$ cat config.mk
export PLATFORM = sky130hd
export DESIGN_NAME = mwfd_core
export DESIGN_NICKNAME = d
export VERILOG_FILES = /design/src/verilog/mwfd_pkg.sv /design/src/verilog/mwfd_classify.sv /design/src/verilog/mwfd_core.sv
export VERILOG_INCLUDE_DIRS = /design/src /design/src/verilog
export SDC_FILE = /design/constraint.sdc
export NUM_CORES = 1
export LEC_CHECK = 0
export BUFFER_PORTS_ARGS = -buffer_cell sky130_fd_sc_hd__buf_2
export CAP_MARGIN = 20
export CORE_AREA = 2 2 150 79
export CTS_CLUSTER_SIZE = 20
export DETAILED_ROUTE_END_ITERATION = 8
export DIE_AREA = 0 0 152 81
export PLACE_DENSITY_LB_ADDON = 0.08
export SLEW_MARGIN = 20
export SYNTH_ARGS = -nofsm -noshare
export SYNTH_HDL_FRONTEND = slang
export SYNTH_SLANG_ARGS = --single-unit
$ cat constraint.sdc
create_clock -name i_sys_clk -period 4.3 [get_ports i_sys_clk]
set_clock_uncertainty 0.15 [all_clocks]
set_input_delay 0.43 -clock i_sys_clk [delete_from_list [all_inputs] [get_ports i_sys_clk]]
set_output_delay 0.43 -clock i_sys_clk [all_outputs]
set_load 0.02 [all_outputs]
$ cat src/verilog/mwfd_cfg.svh
// constants for the multiword fetch/decode front end
`ifndef MWFD_CFG_SVH
`define MWFD_CFG_SVH
`define MWFD_PC_W        21
`define MWFD_RESET_PC    21'h000000
`define MWFD_MARK        4'hF
`define MWFD_LIT_W       12
`define MWFD_ABS_LO_W    8
`define MWFD_BRA_W       11
`define MWFD_WORD_STEP   21'h000002
`define MWFD_ZERO_CNT    2'h0
`define MWFD_ONE_CNT     2'h1
`define MWFD_TWO_CNT     2'h2
// first-word opcode patterns: match when (word & mask) == value
`define MWFD_CALL_MASK   16'hFE00
`define MWFD_CALL_VAL    16'hEC00
`define MWFD_JUMP_MASK   16'hFF00
`define MWFD_JUMP_VAL    16'hEF00
`define MWFD_MFF_MASK    16'hF000
`define MWFD_MFF_VAL     16'hC000
`define MWFD_LIP_MASK    16'hFFC0
`define MWFD_LIP_VAL     16'hEE00
`define MWFD_MFL_MASK    16'hFFF0
`define MWFD_MFL_VAL     16'h0060
`define MWFD_MSL_MASK    16'hFF80
`define MWFD_MSL_VAL     16'hEE80
`define MWFD_BRA_MASK    16'hF800
`define MWFD_BRA_VAL     16'hD000
`endif

$ cat src/verilog/mwfd_pkg.sv
// types for the multiword fetch/decode front end
package mwfd_pkg;
    typedef enum logic [2:0] {
        MWFD_OP_SINGLE,
        MWFD_OP_CALL,
        MWFD_OP_JUMP,
        MWFD_OP_MOVE_FILE_TO_FILE,
        MWFD_OP_LOAD_INDIRECT_POINTER,
        MWFD_OP_MOVE_FILE_LONG,
        MWFD_OP_MOVE_STACK_REL_FILE_LONG,
        MWFD_OP_BRANCH
    } mwfd_op_t;
endpackage
$ cat src/verilog/mwfd_classify.sv
// classifies one 16-bit instruction word
`include "mwfd_cfg.svh"
module mwfd_classify
(
    // word in
    input  wire logic [15:0]        i_word,
    // class out
    output mwfd_pkg::mwfd_op_t      o_op,
    output logic [1:0]              o_extra,
    output logic                    o_marker
);
    function automatic logic hit(input logic [15:0] w,
                                 input logic [15:0] m,
                                 input logic [15:0] v);
        hit = (w & m) == v;
    endfunction

    wire is_call = hit(i_word, `MWFD_CALL_MASK, `MWFD_CALL_VAL);
    wire is_jump = hit(i_word, `MWFD_JUMP_MASK, `MWFD_JUMP_VAL);
    wire is_mff  = hit(i_word, `MWFD_MFF_MASK, `MWFD_MFF_VAL);
    wire is_lip  = hit(i_word, `MWFD_LIP_MASK, `MWFD_LIP_VAL);
    wire is_mfl  = hit(i_word, `MWFD_MFL_MASK, `MWFD_MFL_VAL);
    wire is_msl  = hit(i_word, `MWFD_MSL_MASK, `MWFD_MSL_VAL);
    wire is_bra  = hit(i_word, `MWFD_BRA_MASK, `MWFD_BRA_VAL);

    // four two-word and two three-word forms
    assign o_op = is_call ? mwfd_pkg::MWFD_OP_CALL :
                  is_jump ? mwfd_pkg::MWFD_OP_JUMP :
                  is_lip  ? mwfd_pkg::MWFD_OP_LOAD_INDIRECT_POINTER :
                  is_msl  ? mwfd_pkg::MWFD_OP_MOVE_STACK_REL_FILE_LONG :
                  is_mfl  ? mwfd_pkg::MWFD_OP_MOVE_FILE_LONG :
                  is_mff  ? mwfd_pkg::MWFD_OP_MOVE_FILE_TO_FILE :
                  is_bra  ? mwfd_pkg::MWFD_OP_BRANCH :
                            mwfd_pkg::MWFD_OP_SINGLE;
    assign o_extra = (is_mfl || is_msl) ? `MWFD_TWO_CNT :
                     (is_call || is_jump || is_lip || is_mff)
                         ? `MWFD_ONE_CNT : `MWFD_ZERO_CNT;
    assign o_marker = i_word[15:12] == `MWFD_MARK;
endmodule

$ cat src/verilog/mwfd_core.sv
// fetch and decode front end with multi-word instruction tracking
`include "mwfd_cfg.svh"
module mwfd_core
#(
    parameter int PC_W = `MWFD_PC_W
)
(
    // clock and reset
    input  wire logic                 i_sys_clk,
    input  wire logic                 i_sys_rst,
    // program memory fetch
    output logic [PC_W-1:0]           o_fetch_addr,
    output logic                      o_fetch_req,
    input  wire logic [15:0]          i_fetch_word,
    input  wire logic                 i_fetch_valid,
    // execute side redirects (conditional skip)
    input  wire logic                 i_skip,
    // decoded result
    output logic                      o_dec_valid,
    output mwfd_pkg::mwfd_op_t        o_dec_op,
    output logic [15:0]               o_dec_first,
    output logic [`MWFD_LIT_W-1:0]    o_dec_lit1,
    output logic [`MWFD_LIT_W-1:0]    o_dec_lit2,
    output logic                      o_dec_nop,
    output logic                      o_pending
);
    // ****************************************************
    // word classification
    // ****************************************************
    mwfd_pkg::mwfd_op_t op_w;
    logic [1:0]         extra_w;
    logic               marker_w;

    mwfd_classify u_cls
    (
        .i_word   (i_fetch_word),
        .o_op     (op_w),
        .o_extra  (extra_w),
        .o_marker (marker_w)
    );

    // ****************************************************
    // state
    // ****************************************************
    logic [PC_W-1:1]          pc_word;
    logic [1:0]               remain;
    logic                     second;
    mwfd_pkg::mwfd_op_t       held_op;
    logic [15:0]              held_first;
    logic [15:0]              held_w2;
    logic [PC_W-1:1]          next_pc_word;
    logic [1:0]               next_remain;

    wire pending = remain != `MWFD_ZERO_CNT;
    wire take    = i_fetch_valid;

    // bit zero never stored, so it always reads zero
    wire [PC_W-1:0] pc_byte = {pc_word, 1'b0};

    // sequential step: one word is two bytes
    wire [PC_W-1:0] seq_byte = PC_W'(pc_byte + `MWFD_WORD_STEP);

    // ****************************************************
    // redirect targets
    // ****************************************************
    // jump/call: word target made of the continuation literal above
    // the first word's low byte; it lands in bits 20:1
    wire [PC_W-2:0] abs_word = (PC_W-1)'({i_fetch_word[`MWFD_LIT_W-1:0],
                                          held_first[`MWFD_ABS_LO_W-1:0]});

    // branch: signed word offset, doubled to bytes
    // counted from the word after the branch, so a zero offset
    // simply falls through to the next word
    wire [`MWFD_BRA_W-1:0] bra_field = i_fetch_word[`MWFD_BRA_W-1:0];
    wire [PC_W-1:0] bra_off  = PC_W'($signed(bra_field));
    wire [PC_W-1:0] bra_byte = PC_W'(seq_byte + (bra_off << 1));

    // ****************************************************
    // decode control
    // ****************************************************
    // a word counts only when valid; idle cycles hold every state unless i_skip is high.
    // a marker word seen while nothing is pending never opens an
    // instruction, so a stray cannot swallow the words after it

    wire is_stray  = take && !pending && marker_w;
    wire is_branch = take && !pending && op_w == mwfd_pkg::MWFD_OP_BRANCH;
    wire last_cont = take && pending && remain == `MWFD_ONE_CNT;
    wire is_abs    = last_cont && (held_op == mwfd_pkg::MWFD_OP_CALL ||
                                   held_op == mwfd_pkg::MWFD_OP_JUMP);
    wire fin_multi = last_cont;
    wire fin_one   = take && !pending && extra_w == `MWFD_ZERO_CNT;

    // ****************************************************
    // counter update
    // ****************************************************
    // continuation words step the counter like any other word, so a
    // skipped first word leaves the counter on its operand word
    always_comb
    begin
        next_pc_word = pc_word;
        next_remain  = remain;
        if (i_skip)
        begin
            // a skip drops any half-taken instruction, so its
            // continuation word later decodes as a stray no-op
            next_pc_word = seq_byte[PC_W-1:1];
            next_remain  = `MWFD_ZERO_CNT;
        end
        else if (take)
        begin
            if (is_abs)
                next_pc_word = abs_word;
            else if (is_branch)
                next_pc_word = bra_byte[PC_W-1:1];
            else
                next_pc_word = seq_byte[PC_W-1:1];
            if (pending)
                next_remain = 2'(remain - `MWFD_ONE_CNT);
            else if (!marker_w)
                next_remain = extra_w;
        end
    end

    always_ff @(posedge i_sys_clk)
    begin
        if (i_sys_rst)
        begin
            pc_word <= (PC_W-1)'(`MWFD_RESET_PC >> 1);
            remain  <= `MWFD_ZERO_CNT;
        end
        else
        begin
            pc_word <= next_pc_word;
            remain  <= next_remain;
        end
    end

    // ****************************************************
    // operand capture
    // ****************************************************
    // every continuation word is parked in held_w2; the last
    // word of any form is still on the bus when the result is built
    always_ff @(posedge i_sys_clk)
    begin
        if (i_sys_rst)
        begin
            held_op    <= mwfd_pkg::MWFD_OP_SINGLE;
            held_first <= 16'h0000;
            held_w2    <= 16'h0000;
            second     <= 1'b0;
        end
        else if (take && !i_skip && !pending && !marker_w)
        begin
            held_op    <= op_w;
            held_first <= i_fetch_word;
            second     <= 1'b0;
        end
        else if (take && !i_skip && pending)
        begin
            held_w2 <= i_fetch_word;
            second  <= 1'b1;
        end
    end

    // ****************************************************
    // registered outputs
    // ****************************************************
    wire emit = !i_skip && (fin_one || fin_multi || is_stray);
    wire [`MWFD_LIT_W-1:0] lit_now = i_fetch_word[`MWFD_LIT_W-1:0];

    // a stray marker word reports itself as a plain single-word
    // no-op, so the execute side never reads its literal as an
    // operand
    mwfd_pkg::mwfd_op_t     next_dec_op;
    logic [15:0]            next_dec_first;
    logic [`MWFD_LIT_W-1:0] next_dec_lit1;
    logic [`MWFD_LIT_W-1:0] next_dec_lit2;

    assign next_dec_op    = fin_multi ? held_op :
                            is_stray  ? mwfd_pkg::MWFD_OP_SINGLE : op_w;
    assign next_dec_first = fin_multi ? held_first : i_fetch_word;
    // a three-word form parked its middle literal; a two-word form
    // still has its only literal on the bus
    assign next_dec_lit1  = !fin_multi ? '0 :
                            second     ? held_w2[`MWFD_LIT_W-1:0] : lit_now;
    assign next_dec_lit2  = (fin_multi && second) ? lit_now : '0;

    always_ff @(posedge i_sys_clk)
    begin
        if (i_sys_rst)
        begin
            o_fetch_addr <= PC_W'(`MWFD_RESET_PC);
            o_fetch_req  <= 1'b0;
            o_dec_valid  <= 1'b0;
            o_dec_op     <= mwfd_pkg::MWFD_OP_SINGLE;
            o_dec_first  <= 16'h0000;
            o_dec_lit1   <= '0;
            o_dec_lit2   <= '0;
            o_dec_nop    <= 1'b0;
            o_pending    <= 1'b0;
        end
        else
        begin
            o_fetch_addr <= {next_pc_word, 1'b0};
            o_fetch_req  <= 1'b1;
            o_dec_valid  <= emit;
            o_pending    <= next_remain != `MWFD_ZERO_CNT;
            if (emit)
            begin
                o_dec_nop   <= is_stray;
                o_dec_op    <= next_dec_op;
                o_dec_first <= next_dec_first;
                o_dec_lit1  <= next_dec_lit1;
                o_dec_lit2  <= next_dec_lit2;
            end
        end
    end
endmodule

# Yosys cells after proc, flatten, opt, wreduce, memory -nomap -nowiden

Index checks and enable logic that the tools add are counted.

Register bits: 102
Input port bits: 20
Output and inout bits: 68
Logic and storage cells: 83

Add/subtract/negate cells: 3
Equality and inequality tests: 12
Multiplexer cells: 24
Bitwise operators: 1
Reduce and logical (&&, ||, !) cells: 28

Operator list:

| kind                  | count |
|---|---|
| $mux 20               | 4 |
| $mux 12               | 3 |
| $mux 3                | 9 |
| $add 21x2->21 const B | 1 |
| $add 21x21->21        | 1 |
| $mux 16               | 1 |
| $logic_and 1x1->1     | 13 |
| $eq 12x3->1 const B   | 1 |
| $eq 10x10->1 const B  | 1 |
| $mux 2                | 5 |
| $eq 9x9->1 const B    | 1 |
| $eq 4x4->1 const B    | 2 |
| $eq 8x8->1 const B    | 1 |
| $eq 7x7->1 const B    | 1 |
| $logic_or 1x1->1      | 7 |
| $eq 5x5->1 const B    | 1 |
| $reduce_bool 2->1     | 2 |
| $eq 3x1->1 const B    | 1 |
| $eq 3x2->1 const B    | 1 |
| $eq 3x3->1 const B    | 1 |
| $logic_not 1->1       | 3 |
| $eq 2x1->1 const B    | 1 |
| $logic_not 2->1       | 1 |
| $mux 1                | 2 |
| 4 further kinds       | 4 |

# Longest topological paths before layout

Depth after elaboration: 14
Mapped depth: 15
Depth with buffers taken out: 15

# Modules after synthesis

Synthesis repeated with hierarchy kept, for this count alone.

Cell total of the unflattened synthesis: 776
Area total of the unflattened synthesis: 6,024.5 um^2

By module, submodules not included:

| module        | instances | cells an instance | area each (um^2) | seq. area each (um^2) |
|---|---|---|---|---|
| mwfd_core     | 1         | 755               | 5,858.1          | 2,021.9 |
| mwfd_classify | 1         | 21                | 166.4            | 0.0 |

# Worst setup path before layout

No wires, ideal clock.

Kind: register to register
Start: register, netlist name o_fetch_addr[1]
End: register o_fetch_addr[17]
Setup time: 95 ps
Arrival time: 3,158 ps
Required time: 4,055 ps
Path slack: 896 ps
Stages on the path, launching flop included: 16
Buffers on the path: 0
Period minus slack after synthesis: 3,404 ps
Path through: dfxtp_1 -> ha_1 -> nand4_1 -> nor2_1 -> nand3_1 -> xor2_1 -> inv_1 -> ha_1 -> nand3_1 -> nor2_1 -> a211oi_1 -> o21ai_0 -> o21ai_0 -> mux2i_1 -> o21ai_0 -> a221oi_1

RTL lines:

| element                | RTL line         | RTL |
|---|---|---|
| end signal: assignment | mwfd_core.sv:192 | `` o_fetch_addr <= PC_W'(`MWFD_RESET_PC); `` |
| end signal: assignment | mwfd_core.sv:204 | `o_fetch_addr <= {next_pc_word, 1'b0};` |
| end: declaration       | mwfd_core.sv:12  | `output logic [PC_W-1:0] o_fetch_addr,` |

==> out/results.ini <==
[yosys]
yosysTopAreaCell = dfxtp_1
synth_nets = 773
synth_cell_type_count = 62
synth_top_family_by_area = compound AO/OA/AOI/OAI gates
ys_seq_area_share_pct = 34.4
synthAdderAreaFrac_pct = 5.45
synthSimpleGateAreaFrac_pct = 18.7
netlist.area_leader.share_pct = 34.4
ys_ff_latch = 101
synth_compound_area_share_pct = 25.8
synthTopCellsByArea = dfxtp_1 (34%), a21oi_1 (5.4%), nand2_1 (5.4%), ha_1 (5.1%), nor2_1 (4.7%)
synthArstFlopShare_pct = 0
synth-edff-count = 0
ys_warn_count = 0
avgSynthCellArea_sq_um = 8.07
syn_inst = 728
synth_xor_area_share_pct = 4.75
synth_top_flop_cell = dfxtp_1
syn_area_sq_um = 5870
synthMuxAreaShare_pct = 6.24

[global_routing]
grt_pass1_wl_um = 28000
grt_pass1_vias = 5122
antenna_found_initial = 0
overflow = 0
grt.total_usage_pct = 28.8
grt_max_degree = 55

[flow_run]
cap_violations = 0

[outcome]
status = completed

[die]
dieArea_sq_um = 12300
num_rows = 28
initial_core_util_pct = 52.2
core_area_sq_um = 11200
floorplan.die.height_um = 81
die_w_um = 152
boundaryPins = 88

[clock_tree]
postCtsSetupBuffers = 0
numCtsBuffers = 9
htree_num_levels = 3
numClockSinks = 101
clk_pin_slew_ns = 0.07
clockBufferDepth = 2
cts_root_buf = clkbuf_16
cts_tree = done
insertion_delay_ns = 0.34

[critical_path]
crit_family = simple AND/OR/NAND/NOR gates
cp_cell_sequence = ha_1 > nand4_1 > nor2_2 > nand3_1 > xor2_1 > inv_1 > ha_1 > nand2_1 > nor2_1 > nand4b_1 > a311oi_1 > nor2_1 > xnor2_1 > a221oi_1 > a211oi_1
cp_slowest_stage_delay_ns = 0.48
worstReg2RegStart = o_fetch_addr[1]$_SDFFE_PP0P_
end_kind = register
rrSetupSlack_ns = 0.36
cp_max_fo = 7
crit_type = reg2reg
critPathRequiredTime_ns = 4.36
crit_slowest_cell = a311oi_1
start_kind = register
cp.arrival_ns = 4.00
timing.rr.end = o_fetch_addr[18]$_SDFFE_PP0P_
crit_buf_inv = 1
reg2reg_depth = 15

[route]
wl_per_cell_um = 19.3
drc = 0
avgViaCountPerCell = 6.14
vias = 5761
route.final.wire_length_um = 18100
ant_nets = 0
drt_iter0_markers = 577
firstDrtPassIters = 6

[sta]
final.setup.tns_ns = 0
setup_viol = 0
fmaxAchievable_mhz = 254
tightest_slew_ns = 0.985
rsz0062_at_grt = no
relSlewSlack_pct = 33.8
period_share_pct = 91.6
final.min_clock_period_ns = 3.94
hold_viol = 0
slew_viol_final = 0

[min_path]
hp-start = i_fetch_word[15]
hold_depth = 2
holdPathEnd = held_first[15]$_SDFFE_PP0P_
min_path_type = in2reg

[cells_and_area]
antennaDiodeCount = 0
drive_above_1_share_pct = 17.1
final_nets = 828
area_delta_synth_final_pct = 12.9

[placed_design]
portBuffers = 86
gp_congestion = 0.945
post-dp-hpwl_um = 13000

[power_and_ir_drop]
p_leak_uw = 0.00287
totalPowerFinal_uw = 2110
power.density_nw_per_um2 = 318
ir_drop_uv = 205

[timing repair]
item | CTS | global route
endpoints found under the setup margin | 0 | 3
hold buffers | 0 | 0
resized for setup | 0 | 1
[power by group]
group	internal, uW	switching [uW]	leakage (uW)	total, uW
registers	964	26.2	0.000822	990
clock network	397	375	0.000119	772
logic	122	228	0.00193	350
total	1480	630	0.00287	2110
[cell usage in the layout, fill, tap and decap left out, types with 5 or more instances in the layout]
cell and count:
buf_4 9, ha_1 24, a211oi_1 34, nor2_1 73, a31oi_1 11, a21o_1 10, xnor2_1 23, o21ai_0 39
buf_2 86, o211ai_1 12, mux2i_1 22, clkbuf_16 9, nand4_1 10, a22oi_1 12, nand2_1 84, inv_1 18
dfxtp_1 101, mux2_2 11, a21oi_1 63, nor3_1 8, a22o_1 15, xor2_1 7, o21a_1 5, nand2b_1 5
nand3_1 22, a221oi_1 5, clkinvlp_4 5
[flip-flops by register name (all words and copies together) (netlist names)]
register,flops
held_w2,12
o_pending,1
held_op,3
held_first,16
o_fetch_req,1
o_dec_lit2,12
o_dec_lit1,12
remain,2
second,1
o_dec_op,3
o_dec_first,16
o_fetch_addr,20
o_dec_valid,1
o_dec_nop,1
[Yosys cell counts (15+ instances only)]
library cell  instances
inv_1                18
dfxtp_1             101
a211oi_1             34
o21ai_0              39
nand3_1              22
nor2_1               74
nand2_1              84
a22o_1               15
clkbuf_1             43
xnor2_1              23
ha_1                 24
mux2i_1              22
a21oi_1              63
[cell type report]
class,count,area [sq um]
clock buffer,10,229
inverter,18,67.6
multi-input combinational,558,3580
clock inverter,6,48.8
sequential,101,2020
tap,150,188
timing repair buffer,95,498
fill,993,4610
[layer usage]
metal	vias to the layer above	global-route usage [%]	routed length (um)
li1	2764	-	-
met1	2716	43.1	8810
met4	0	7.66	210
met3	12	6.72	1780
met2	269	41.1	7290
met5	-	0	0
[per-stage QoR]
stage	setup WS (ns)	cells	hold WS, ns	utilization (%)	area, sq um
2_1_floorplan	0.896	728	0.274	-	5870
3_3_place_gp	0.574	922	0.288	56.5	6350
3_5_place_dp	0.340	922	0.293	56.5	6350
4_1_cts	0.322	938	0.229	59.0	6630
5_1_grt	0.00425	938	0.245	59.0	6640
6_report	0.362	938	0.240	59.0	6640
[worst max-delay path by stage]
| stage | start | endpoint | slack [ns] | cells past startpoint |
|---|---|---|---|---|
| floorplan | o_fetch_addr[1]$_SDFFE_PP0P_ | o_fetch_addr[17]$_SDFFE_PP0P_ | 0.90 | 15 |
| global placement | o_fetch_addr[1]$_SDFFE_PP0P_ | o_fetch_addr[18]$_SDFFE_PP0P_ | 0.57 | 15 |
| detailed placement | o_fetch_addr[1]$_SDFFE_PP0P_ | o_fetch_addr[18]$_SDFFE_PP0P_ | 0.34 | 15 |
| CTS | o_fetch_addr[1]$_SDFFE_PP0P_ | o_fetch_addr[18]$_SDFFE_PP0P_ | 0.32 | 15 |
| global route | o_fetch_addr[1]$_SDFFE_PP0P_ | o_fetch_addr[18]$_SDFFE_PP0P_ | 0.004 | 15 |
| finish | o_fetch_addr[1]$_SDFFE_PP0P_ | o_fetch_addr[18]$_SDFFE_PP0P_ | 0.36 | 15 |
[logic make-up (layout without fill, tap and decap cells)]
group | count (synthesis) | count (layout)
DFF | 101 | 101
other | 1 | 1
and+or+nand+nor | 236 | 236
muxes | 34 | 34
AOI/OAI and AO/OA | 231 | 231
adders and majority gates | 25 | 25
buffers and inverters | 69 | 129
xor gates and xnor gates | 31 | 31
(Power assumes the default switching activity.)
